<file path="config.mk">
export PLATFORM = sky130hd
export DESIGN_NAME = adcc_control
export DESIGN_NICKNAME = d
export VERILOG_FILES = /design/src/hdl/adcc_pkg.sv /design/src/hdl/adcc_stream_if.sv /design/src/hdl/adcc_fifo.sv /design/src/hdl/adcc_compare.sv /design/src/hdl/adcc_control.sv
export SDC_FILE = /design/constraint.sdc
export NUM_CORES = 1
export LEC_CHECK = 0
export ABC_CLOCK_PERIOD_IN_PS = 6600
export BUFFER_PORTS_ARGS = -buffer_cell sky130_fd_sc_hd__buf_2
export CAP_MARGIN = 0
export CORE_ASPECT_RATIO = 0.7
export CORE_MARGIN = 2
export CORE_UTILIZATION = 50
export DETAILED_ROUTE_END_ITERATION = 6
export HOLD_SLACK_MARGIN = 0.1
export PLACE_DENSITY = 0.71
export SYNTH_ARGS = -nofsm -noshare
export SYNTH_HDL_FRONTEND = slang
export SYNTH_SLANG_ARGS = --single-unit
</file>
<file path="constraint.sdc">
create_clock -name clk_i -period 6.6 [get_ports clk_i]
set_input_delay 0.66 -clock clk_i [delete_from_list [all_inputs] [get_ports clk_i]]
set_output_delay 0.66 -clock clk_i [all_outputs]
set_load 0.005 [all_outputs]
</file>
<file path="src/hdl/adcc_pkg.sv">
// Constants and types for the converter conversion control block
//
// How it works
// - Event pulse on every finished conversion, whatever the compare mode.
// - Gain stage in use adds exactly one converter clock of latency.
// - Single conversions through the gain stage are flagged as bad.
// - Gain select offers seven settings, 1x to 64x in powers of two.
// - Writes to absent options change nothing, like reserved locations.
// - Half gain encoding is ignored; previous gain setting stays.
// - Half supply reference encoding is ignored; previous reference stays.
// - Internal ground negative input encoding is ignored.
// - Channel scan register is absent: writes dropped, reads give zero.
// - Current limit bits are never stored.
// - Gain stage impedance mode bit is never stored.
package adcc_pkg;

    //------------------------------------------------------------
    // Widths and timing
    //------------------------------------------------------------
    localparam int          RES_W        = 12;
    localparam int          WORD_W       = 14;
    localparam int          FIFO_DEPTH   = 8;
    localparam int          WORD_SETTLE  = 12;   // Result not yet settled
    localparam int          WORD_SUSPECT = 13;   // Single gain conversion
    localparam logic [1:0]  ADC_DIV_LAST = 2'h3; // Converter clock = clk/4
    localparam logic [3:0]  BASE_LAT     = 4'h7; // Converter clocks
    localparam logic [3:0]  GAIN_EXTRA   = 4'h1;
    localparam logic [1:0]  SETTLE_N     = 2'h3;

    //------------------------------------------------------------
    // Field encodings and reset values
    //------------------------------------------------------------
    localparam logic [2:0]  GAIN_1X      = 3'h0;
    localparam logic [2:0]  GAIN_64X     = 3'h6;
    localparam logic [2:0]  GAIN_HALF    = 3'h7;
    localparam logic [2:0]  REF_HALF_VCC = 3'h2;
    localparam logic [2:0]  REF_RST      = 3'h0;
    localparam logic [2:0]  NEG_INT_GND  = 3'h7;
    localparam logic [2:0]  NEG_RST      = 3'h0;
    localparam logic [3:0]  POS_RST      = 4'h0;
    localparam logic [1:0]  CMP_COMPLETE = 2'h0;
    localparam logic [1:0]  CMP_BELOW    = 2'h1;
    localparam logic [1:0]  CMP_ABOVE    = 2'h3;
    localparam logic [11:0] THR_RST      = 12'h000;

    // Second control register readback bit positions
    localparam int          CB_FREERUN   = 0;
    localparam int          CB_SIGNED    = 1;
    localparam int          CB_GAINSTAGE = 2;
    localparam int          CB_CURLIM_LO = 5;
    localparam int          CB_GAIN_STAGE_IMPEDANCE_MODE   = 7;

    typedef enum logic [1:0] {
        ST_IDLE,
        ST_CONV,
        ST_PUSH
    } adcc_state_e;

endpackage

</file>
<file path="src/hdl/adcc_stream_if.sv">
// Valid/ready word stream between the block's own modules
`timescale 1ns/1ps
`default_nettype none
interface adcc_stream_if #(parameter int WIDTH = 14) ();
    logic             valid;
    logic             ready;
    logic [WIDTH-1:0] data;

    modport src (output valid, output data, input ready);
    modport snk (input valid, input data, output ready);
endinterface
`default_nettype wire

</file>
<file path="src/hdl/adcc_fifo.sv">
// Result FIFO with valid/ready on both sides
`timescale 1ns/1ps
`default_nettype none
module adcc_fifo #(
    parameter int WIDTH = 14,
    parameter int DEPTH = 8
) (
    // Clock and reset
    input  wire logic   clk_i,
    input  wire logic   rst_n_i,
    // Fill and drain sides
    adcc_stream_if.snk  wr_s,
    adcc_stream_if.src  rd_s
);
    localparam int AW = $clog2(DEPTH);

    logic [WIDTH-1:0] mem_reg [DEPTH];
    logic [AW-1:0]    wptr_reg;
    logic [AW-1:0]    rptr_reg;
    logic [AW:0]      count_reg;
    logic             push;
    logic             pop;

    // Honest full and empty from the fill count
    assign wr_s.ready = (count_reg != (AW+1)'(DEPTH));
    assign rd_s.valid = (count_reg != '0);
    assign rd_s.data  = mem_reg[rptr_reg];
    assign push       = wr_s.valid && wr_s.ready;
    assign pop        = rd_s.valid && rd_s.ready;

    // Storage, one entry per index
    generate
        for (genvar i = 0; i < DEPTH; i++) begin : g_entry
            always_ff @(posedge clk_i) begin
                if (push && (wptr_reg == AW'(i))) begin
                    mem_reg[i] <= wr_s.data;
                end
            end
        end
    endgenerate

    // Pointers and count
    always_ff @(posedge clk_i) begin
        if (!rst_n_i) begin
            wptr_reg  <= '0;
            rptr_reg  <= '0;
            count_reg <= '0;
        end else begin
            if (push) begin
                wptr_reg <= wptr_reg + 1'b1;
            end
            if (pop) begin
                rptr_reg <= rptr_reg + 1'b1;
            end
            if (push && !pop) begin
                count_reg <= count_reg + 1'b1;
            end else if (pop && !push) begin
                count_reg <= count_reg - 1'b1;
            end
        end
    end
endmodule
`default_nettype wire

</file>
<file path="src/hdl/adcc_compare.sv">
// Result compare against the threshold by compare mode
`timescale 1ns/1ps
`default_nettype none
module adcc_compare (
    // Operands
    input  wire logic [11:0] result_i,
    input  wire logic [11:0] threshold_i,
    input  wire logic        signed_i,
    input  wire logic [1:0]  compare_interrupt_mode_i,
    // Answer
    output logic             match_o
);
    logic below;
    logic above;

    // Signed or unsigned ordering of result and threshold
    always_comb begin
        if (signed_i) begin
            below = $signed(result_i) < $signed(threshold_i);
            above = $signed(result_i) > $signed(threshold_i);
        end else begin
            below = result_i < threshold_i;
            above = result_i > threshold_i;
        end
    end

    // Mode selects which relation raises the match
    always_comb begin
        case (compare_interrupt_mode_i)
            adcc_pkg::CMP_COMPLETE: match_o = 1'b1;
            adcc_pkg::CMP_BELOW:    match_o = below;
            adcc_pkg::CMP_ABOVE:    match_o = above;
            default:                match_o = 1'b0;
        endcase
    end
endmodule
`default_nettype wire

</file>
<file path="src/hdl/adcc_control.sv">
// Converter conversion control: configuration, sequencing, results
`timescale 1ns/1ps
`default_nettype none
module adcc_control (
    // Clock and reset
    input  wire logic        clk_i,
    input  wire logic        rst_n_i,
    // Configuration write strobe and fields
    input  wire logic        cfg_write_i,
    input  wire logic [2:0]  gain_select_i,
    input  wire logic [2:0]  reference_select_i,
    input  wire logic [2:0]  negative_input_select_i,
    input  wire logic [3:0]  positive_input_select_i,
    input  wire logic        gain_stage_en_i,
    input  wire logic        free_run_i,
    input  wire logic        signed_mode_i,
    input  wire logic [1:0]  current_limit_select_i,
    input  wire logic        gain_stage_impedance_mode_i,
    input  wire logic [1:0]  compare_interrupt_mode_i,
    input  wire logic [11:0] threshold_i,
    // Absent channel scan register
    input  wire logic        scan_write_i,
    input  wire logic [7:0]  scan_wdata_i,
    output logic [7:0]       scan_rdata_o,
    // Conversion start and flag clear
    input  wire logic        start_i,
    input  wire logic        event_start_i,
    input  wire logic        cmp_flag_clear_i,
    // Readback and status
    output logic [2:0]       gain_select_o,
    output logic [2:0]       reference_control_register_o,
    output logic [2:0]       input_mux_control_register_o,
    output logic [7:0]       second_control_register_o,
    output logic             busy_o,
    output logic             cmp_flag_o,
    output logic             single_gain_hazard_o,
    // Event system
    output logic             conv_event_o,
    // Analog side
    output logic             sample_o,
    output logic [3:0]       channel_o,
    output logic [2:0]       analog_gain_o,
    output logic [2:0]       analog_reference_o,
    input  wire logic [11:0] analog_value_i,
    // Result stream
    output logic             result_valid_o,
    input  wire logic        result_ready_i,
    output logic [13:0]      result_data_o
);
    //------------------------------------------------------------
    // Declarations
    //------------------------------------------------------------
    adcc_pkg::adcc_state_e state_reg;
    logic [2:0]  gain_reg;
    logic [2:0]  reference_select_reg;
    logic [2:0]  negative_input_select_reg;
    logic [3:0]  positive_input_reg;
    logic        gain_stage_reg;
    logic        free_run_reg;
    logic        signed_reg;
    logic [1:0]  compare_interrupt_mode_reg;
    logic [11:0] threshold_reg;
    logic [1:0]  div_reg;
    logic [3:0]  lat_reg;
    logic [3:0]  lat_target;
    logic        adc_tick;
    logic        single_reg;
    logic        conv_gain_reg;
    logic [1:0]  settle_reg;
    logic [13:0] word_reg;
    logic        sample_reg;
    logic        event_reg;
    logic        cmp_flag_reg;
    logic        hazard_reg;
    logic        match;
    logic        start_req;
    logic        conv_done;
    logic        push_done;
    logic        chan_change;

    adcc_stream_if #(.WIDTH(adcc_pkg::WORD_W)) in_s ();
    adcc_stream_if #(.WIDTH(adcc_pkg::WORD_W)) out_s ();

    //------------------------------------------------------------
    // Configuration storage
    //------------------------------------------------------------

    // Gain setting; encodings above the seven legal ones are dropped
    always_ff @(posedge clk_i) begin
        if (!rst_n_i) begin
            gain_reg <= adcc_pkg::GAIN_1X;
        end else if (cfg_write_i && (gain_select_i <= adcc_pkg::GAIN_64X)) begin
            gain_reg <= gain_select_i;
        end
    end

    // Reference choice without the half supply option
    always_ff @(posedge clk_i) begin
        if (!rst_n_i) begin
            reference_select_reg <= adcc_pkg::REF_RST;
        end else if (cfg_write_i &&
                     (reference_select_i != adcc_pkg::REF_HALF_VCC)) begin
            reference_select_reg <= reference_select_i;
        end
    end

    // Negative input choice without internal ground
    always_ff @(posedge clk_i) begin
        if (!rst_n_i) begin
            negative_input_select_reg <= adcc_pkg::NEG_RST;
        end else if (cfg_write_i &&
                     (negative_input_select_i != adcc_pkg::NEG_INT_GND)) begin
            negative_input_select_reg <= negative_input_select_i;
        end
    end

    // Remaining mode bits; current limit and impedance mode never stored
    // absent bits dropped
    always_ff @(posedge clk_i) begin
        if (!rst_n_i) begin
            positive_input_reg         <= adcc_pkg::POS_RST;
            gain_stage_reg             <= 1'b0;
            free_run_reg               <= 1'b0;
            signed_reg                 <= 1'b0;
            compare_interrupt_mode_reg <= adcc_pkg::CMP_COMPLETE;
            threshold_reg              <= adcc_pkg::THR_RST;
        end else if (cfg_write_i) begin
            positive_input_reg         <= positive_input_select_i;
            gain_stage_reg             <= gain_stage_en_i;
            free_run_reg               <= free_run_i;
            signed_reg                 <= signed_mode_i;
            compare_interrupt_mode_reg <= compare_interrupt_mode_i;
            threshold_reg              <= threshold_i;
        end
    end

    //------------------------------------------------------------
    // Readback
    //------------------------------------------------------------

    assign scan_rdata_o = 8'h00;
    always_comb begin
        second_control_register_o = 8'h00;
        second_control_register_o[adcc_pkg::CB_FREERUN]   = free_run_reg;
        second_control_register_o[adcc_pkg::CB_SIGNED]    = signed_reg;
        second_control_register_o[adcc_pkg::CB_GAINSTAGE] = gain_stage_reg;
    end
    assign gain_select_o                = gain_reg;
    assign reference_control_register_o = reference_select_reg;
    assign input_mux_control_register_o = negative_input_select_reg;
    assign channel_o                    = positive_input_reg;
    assign analog_gain_o                = gain_reg;
    assign analog_reference_o           = reference_select_reg;

    //------------------------------------------------------------
    // Converter clock and sequencing
    //------------------------------------------------------------

    // Free running divider giving the converter clock tick
    always_ff @(posedge clk_i) begin
        if (!rst_n_i) begin
            div_reg <= 2'h0;
        end else begin
            div_reg <= div_reg + 2'h1;
        end
    end
    assign adc_tick = (div_reg == adcc_pkg::ADC_DIV_LAST);

    assign lat_target = conv_gain_reg ?
                        adcc_pkg::BASE_LAT + adcc_pkg::GAIN_EXTRA :
                        adcc_pkg::BASE_LAT;

    assign start_req = start_i || event_start_i || free_run_reg;
    assign conv_done = (state_reg == adcc_pkg::ST_CONV) && adc_tick &&
                       (lat_reg == lat_target - 4'h1);
    assign push_done = (state_reg == adcc_pkg::ST_PUSH) && in_s.ready;

    // Conversion state machine; a full FIFO holds it in the push state
    always_ff @(posedge clk_i) begin
        if (!rst_n_i) begin
            state_reg <= adcc_pkg::ST_IDLE;
        end else begin
            case (state_reg)
                adcc_pkg::ST_IDLE: begin
                    if (start_req) begin
                        state_reg <= adcc_pkg::ST_CONV;
                    end
                end
                adcc_pkg::ST_CONV: begin
                    if (conv_done) begin
                        state_reg <= adcc_pkg::ST_PUSH;
                    end
                end
                adcc_pkg::ST_PUSH: begin
                    if (in_s.ready) begin
                        state_reg <= free_run_reg ? adcc_pkg::ST_CONV :
                                                    adcc_pkg::ST_IDLE;
                    end
                end
                default: state_reg <= adcc_pkg::ST_IDLE;
            endcase
        end
    end

    // Latency count in converter clocks, restarted at each sample
    always_ff @(posedge clk_i) begin
        if (!rst_n_i) begin
            lat_reg <= 4'h0;
        end else if (state_reg != adcc_pkg::ST_CONV) begin
            lat_reg <= 4'h0;
        end else if (adc_tick) begin
            lat_reg <= lat_reg + 4'h1;
        end
    end

    // Sample pulse and per-conversion mode capture at each start
    always_ff @(posedge clk_i) begin
        if (!rst_n_i) begin
            sample_reg    <= 1'b0;
            single_reg    <= 1'b0;
            conv_gain_reg <= 1'b0;
        end else begin
            sample_reg <= ((state_reg == adcc_pkg::ST_IDLE) && start_req) ||
                          (push_done && free_run_reg);
            if (((state_reg == adcc_pkg::ST_IDLE) && start_req) ||
                push_done) begin
                single_reg    <= !free_run_reg;
                conv_gain_reg <= gain_stage_reg;
            end
        end
    end
    assign sample_o = sample_reg;
    assign busy_o   = (state_reg != adcc_pkg::ST_IDLE);

    //------------------------------------------------------------
    // Settling and results
    //------------------------------------------------------------

    assign chan_change = cfg_write_i && gain_stage_en_i &&
                         (positive_input_select_i != positive_input_reg);
    always_ff @(posedge clk_i) begin
        if (!rst_n_i) begin
            settle_reg <= 2'h0;
        end else if (chan_change) begin
            settle_reg <= adcc_pkg::SETTLE_N;
        end else if (conv_done && (settle_reg != 2'h0)) begin
            settle_reg <= settle_reg - 2'h1;
        end
    end

    // Result word with settle and suspect tags
    always_ff @(posedge clk_i) begin
        if (!rst_n_i) begin
            word_reg <= 14'h0000;
        end else if (conv_done) begin
            word_reg[adcc_pkg::RES_W-1:0]    <= analog_value_i;
            word_reg[adcc_pkg::WORD_SETTLE]  <= (settle_reg != 2'h0);
            word_reg[adcc_pkg::WORD_SUSPECT] <= single_reg && conv_gain_reg;
        end
    end

    adcc_compare u_compare (
        .result_i                 (analog_value_i),
        .threshold_i              (threshold_reg),
        .signed_i                 (signed_reg),
        .compare_interrupt_mode_i (compare_interrupt_mode_reg),
        .match_o                  (match)
    );

    always_ff @(posedge clk_i) begin
        if (!rst_n_i) begin
            event_reg <= 1'b0;
        end else begin
            event_reg <= conv_done;
        end
    end
    assign conv_event_o = event_reg;

    always_ff @(posedge clk_i) begin
        if (!rst_n_i) begin
            cmp_flag_reg <= 1'b0;
        end else if (conv_done && match) begin
            cmp_flag_reg <= 1'b1;
        end else if (cmp_flag_clear_i) begin
            cmp_flag_reg <= 1'b0;
        end
    end
    assign cmp_flag_o = cmp_flag_reg;

    // Sticky report of a single conversion through the gain stage
    always_ff @(posedge clk_i) begin
        if (!rst_n_i) begin
            hazard_reg <= 1'b0;
        end else if (conv_done && single_reg && conv_gain_reg) begin
            hazard_reg <= 1'b1;
        end
    end
    assign single_gain_hazard_o = hazard_reg;

    //------------------------------------------------------------
    // Result FIFO
    //------------------------------------------------------------
    assign in_s.valid = (state_reg == adcc_pkg::ST_PUSH);
    assign in_s.data  = word_reg;

    adcc_fifo #(
        .WIDTH (adcc_pkg::WORD_W),
        .DEPTH (adcc_pkg::FIFO_DEPTH)
    ) u_fifo (
        .clk_i   (clk_i),
        .rst_n_i (rst_n_i),
        .wr_s    (in_s),
        .rd_s    (out_s)
    );

    assign result_valid_o = out_s.valid;
    assign result_data_o  = out_s.data;
    assign out_s.ready    = result_ready_i;
endmodule
`default_nettype wire

</file>
==> Word level (Yosys, flattened, before mapping) <==
Memories as Yosys holds them, arrays and structs flattened. A register that Yosys moved wholly into a read port is not among the register bits.
Cells that the tools add are included.
{ "word_totals": {"n_memories": 1, "mem_bits_rw": 112, "reg_bits": 70, "wordCells": 164, "in_bits": 61} }
{ "op_classes": {"n_eq_ne": 21, "reduce_logical": 51, "add_sub_neg": 8, "order_cmp": 5, "mux": 54, "n_bitwise": 1} }
{ "memory_table": {"columns": ["name", "depth", "width", "read_ports", "rd_ports_with_merged_regs", "wr", "line_no", "text"], "rows": [
  ["u_fifo.mem_reg", 8, 14, 1, 1, 1, "adcc_fifo.sv:17", "logic [WIDTH-1:0] mem_reg [DEPTH];"]
]} }
{ "op_table": {"columns": ["op", "n"], "rows": [
  ["$mux W14", 7],
  ["$reduce_or A14 Y1", 7],
  ["$mux W1", 28],
  ["$mux W3", 9],
  ["$logic_and A1 B1 Y1", 26],
  ["$gt A12 B12 Y1", 2],
  ["$lt A12 B12 Y1", 2],
  ["$eq A3 B3 Y1 const B", 4],
  ["$mux W4", 3],
  ["$mux W2", 5],
  ["$reduce_bool A2 Y1", 5],
  ["$add A4 B1 Y4 const B", 2],
  ["$sub A4 B1 Y4 const B", 2],
  ["$add A3 B1 Y3 const B", 2],
  ["$eq A2 B2 Y1 const B", 3],
  ["$eq A3 B2 Y1 const B", 2],
  ["$ne A2 B2 Y1 const B", 3],
  ["$pmux W2 S3", 1],
  ["$eq A2 B1 Y1 const B", 2],
  ["$eq A4 B4 Y1", 1],
  ["$logic_not A2 Y1", 2],
  ["$logic_or A1 B1 Y1", 4],
  ["$ne A4 B4 Y1", 1],
  ["$ne A4 B4 Y1 const B", 1],
  ["14 further kinds", 16]
]} }

==> Longest topological paths before layout <==
{ "logic_depth": {"ltp_word": 13, "ltp_mapped": 11} }

==> Modules after synthesis <==
A second synthesis with hierarchy kept.
{ "unflattened": {"cells_unflattened": 575, "area_unflattened_um2": 7905.1} }
{ "modules_own_cells": {"columns": ["module", "cells_per_inst", "area_per_inst_um2", "instances", "seq_area_each_um2"], "rows": [
  ["adcc_fifo", 235, 4927.2, 1, 3623.5],
  ["adcc_control", 287, 2608.8, 1, 1201.2],
  ["adcc_compare", 53, 369.1, 1, 0.0]
]} }

==> Worst setup path after synthesis <==
Ideal clock, no wire load.
{ "synth_path": {"path_kind": "reg-to-reg", "start": "register state_reg[1]", "end": "register u_fifo.count_reg[3]", "n_path_buf": 1, "arrival_ns": 2.524, "path_stages_with_launch": 12, "required_ns": 6.524, "setup_slack_ns": 4.000, "period_less_slack_ns": 2.600, "path_cell_list": "dfxtp_1 -> nor2b_1 -> a21boi_1 -> clkbuf_1 -> ha_1 -> inv_1 -> ha_1 -> a21o_1 -> a21oi_1 -> xnor2_1 -> or3_1 -> a21boi_0"} }
{ "synth_between": {"elab_chain_cells": 5} }
{ "synth_rtl": {"columns": ["item", "line_no", "text"], "rows": [
  ["start, declared", "adcc_control.sv:53", "adcc_pkg::adcc_state_e state_reg;"],
  ["start signal, assigned", "adcc_control.sv:181", "state_reg <= adcc_pkg::ST_IDLE;"],
  ["start signal, assigned", "adcc_control.sv:186", "state_reg <= adcc_pkg::ST_CONV;"],
  ["start signal, assigned", "adcc_control.sv:191", "state_reg <= adcc_pkg::ST_PUSH;"],
  ["$eq A2 B2 Y1 (*)", null, null],
  ["$logic_and A1 B1 Y1 (*)", null, null],
  ["named net push_done", "adcc_control.sv:78", "logic push_done;"],
  ["$logic_not A1 Y1", "adcc_fifo.sv:57", "end else if (pop && !push) begin"],
  ["$logic_and A1 B1 Y1", "adcc_fifo.sv:57", null],
  ["$reduce_bool A2 Y1 (no line)", null, null],
  ["end signal, assigned", "adcc_fifo.sv:56", "count_reg <= count_reg + 1'b1;"],
  ["end signal, assigned", "adcc_fifo.sv:58", "count_reg <= count_reg - 1'b1;"],
  ["end, declared", "adcc_fifo.sv:20", "logic [AW:0] count_reg;"]
]} }
The timed path passes the listed nets; every way through them passes the cells marked *.
A chain may end at the register's enable or synchronous reset.

==> qor.yml <==
status: "complete, no violations"
rr_endpoint: "u_fifo.count_reg[3]"
fin_skew_ns: 0.0134
setup_viol: 0
whs_ns: 0.426
p_per_area_nw_per_um2: 291
viasPerCell: 5.29
crit_path_start_kind: "flip-flop"
rr_worst_depth: 11
htree_levels: 4
yosys_warnings: 0
crit_required_ns: 5.94
vdd_drop_max_uv: 193
slew_headroom_pct: 19.1
n_antenna_cell: 0
ios: 116
row_count: 38
path_clk_slew_ns: 0.07
syn_avg_cell_area_um2: 14.1
worst_ep_arrival_time_ns: 2.52
start_util_pct: 50.7
hold_viol: 0
yosysUniqueCellTypes: 49
finalCriticalPeriod_ns: 3.18
num_vias: 4475
clk_latency_ns: 0.44
drt_iter0_markers: 195
cts_buffers: 17
hpwl_um: 9340
drive_gt1_share_pct: 26.6
crit_type: "flip-flop to primary output"
grt_antenna_before_repair: 0
crit_path_max_fanout: 28
core-area_um2: 15400
synth_seq_cells: 185
cts_sinks: 185
nNetsFinal: 720
cts-hold-fix-buffers: 0
first_pass_iters: 4
cts.repair.resized: 0
synth_edf_count: 112
p_leak_uw: 0.00334
cts_root_buffer: "clkbuf_16"
grt_pass1_vias: 4449
grt_max_degree: 69
drtAntennaViolNets: 0
fmax_mhz: 314
worstMarginPinSlew_ns: 1.20
cts_tree: "yes"
gp_congestion: 0.770
postPlaceCellArea_um2: 8280
finalSetupTns_ns: 0
finalPower_uw: 2580
die_area_um2: 16600
worstSetupEndpointType: "primary output"
wl_um: 14400
ys.flop_type: "edfxtp_1"
largest_reg_flops: 112
min_period_over_period_pct: 48.2
r2r_slack_ns: 3.99
grt.total_usage_pct: 18.5
syn_area_um2: 7790
chipWidth_um: 153
rsz0062_at_grt: "no"
most-common-layout-cells: "edfxtp_1 (112), buf_2 (90), dfxtp_1 (72), nand2_1 (41), nor2b_1 (29)"
hold_class: "flip-flop to flip-flop"
grt_first_pass_wirelength_um: 23200
yosysSeqAreaShare_pct: 62.0
port_buffers: 90
area_growth_syn_to_layout_pct: 13.9
r2r_start: "u_fifo.count_reg[0]"
route.detailed.drc: 0
endpoint: "result_data_o[0]"
die_h_um: 108
clockBufferDepth: 2
async_flop_share_pct: 0
stdcell_area_um2: 8870
drv_slew: 0
cap_viol_max_count: 0
syn_inst: 554
cts_setup_buffers: 0
drt-wirelength-per-cell_um: 17.0
overflow: 0
mostFrequentLayoutCell: "edfxtp_1"
logic make-up after synthesis:
group / Yosys count / share of synthesized area, %
compound gates: 67 / 5.77
xor+xnor: 15 / 1.69
fa+ha+maj: 26 / 4.27
buf+inv: 67 / 4.50
flops: 185 / 62.0
mux: 66 / 13.2
other cells: 1 / 0.0482
simple gates: 127 / 8.55
synthesized netlist by cell type (2+ instances only):
master | instances | share of area (%)
a211oi_1 | 2 | 0.19
a21boi_0 | 20 | 1.9
a21o_1 | 3 | 0.29
a21oi_1 | 13 | 0.84
a22oi_1 | 2 | 0.19
and2_1 | 11 | 0.88
and3_1 | 6 | 0.48
buf_2 | 7 | 0.45
buf_4 | 22 | 2.1
clkbuf_1 | 14 | 0.67
dfxtp_1 | 73 | 19
edfxtp_1 | 112 | 43
ha_1 | 25 | 4.0
inv_1 | 23 | 1.1
mux2_2 | 14 | 2.0
mux2i_1 | 24 | 3.1
mux4_2 | 28 | 8.1
nand2_1 | 41 | 2.0
nand2b_1 | 3 | 0.24
nand3_1 | 5 | 0.32
nand3b_1 | 2 | 0.19
nand4_1 | 4 | 0.32
nor2_1 | 16 | 0.77
nor2b_1 | 29 | 2.3
nor3_1 | 2 | 0.13
o211a_1 | 2 | 0.26
o21a_1 | 2 | 0.19
o21ai_0 | 15 | 0.96
xnor2_1 | 12 | 1.3
xor2_1 | 3 | 0.34
stage by stage:
stage	util (%)	setup slack [ns]	cells
after CTS	57.7	3.32	846
after detailed placement	53.9	3.80	814
after floorplan	-	4.00	566
final	57.7	3.42	846
after global placement	53.9	3.80	814
after global routing	57.7	3.20	846
critical path, stage by stage, from the launching register on:
cell     delay (ns)
dfxtp_2        1.01
mux4_2         0.61
mux2_2         0.31
buf_2          0.14
report_power, final:
group	internal, uW	switching, uW	total, uW
combinational	180	124	304
clock	507	481	987
sequential	1240	50.0	1290
total	1920	655	2580
area by class of cell:
| type | count | area (um2) |
|---|---|---|
| Multi-Input combinational cell | 314 | 2660 |
| Fill cell | 1227 | 6490 |
| Tap cell | 200 | 250 |
| Clock buffer | 17 | 425 |
| Inverter | 23 | 86.3 |
| Clock inverter | 15 | 156 |
| Sequential cell | 185 | 4830 |
| Timing Repair Buffer | 92 | 465 |
layer usage:
metal  track usage [%]  part of all wire, %  vias to the layer above
met5                 0                    0                        -
met4              6.08                  1.0                        0
met3              5.41                  9.9                       12
met2              29.1                   44                      150
met1              25.0                   45                     2168
li1                  -                    -                     2145
worst min-delay path by stage:
stage	startpoint	to	slack (ns)	cells after the start
finish	div_reg[0]	div_reg[0]	0.43	1
floorplan	div_reg[0]	div_reg[0]	0.40	1
global placement	div_reg[0]	div_reg[0]	0.41	1
global route	div_reg[0]	div_reg[0]	0.45	1
detailed placement	div_reg[0]	div_reg[0]	0.42	1
CTS	div_reg[0]	div_reg[0]	0.43	1
Note: power is estimated with default switching activity, not from simulation.
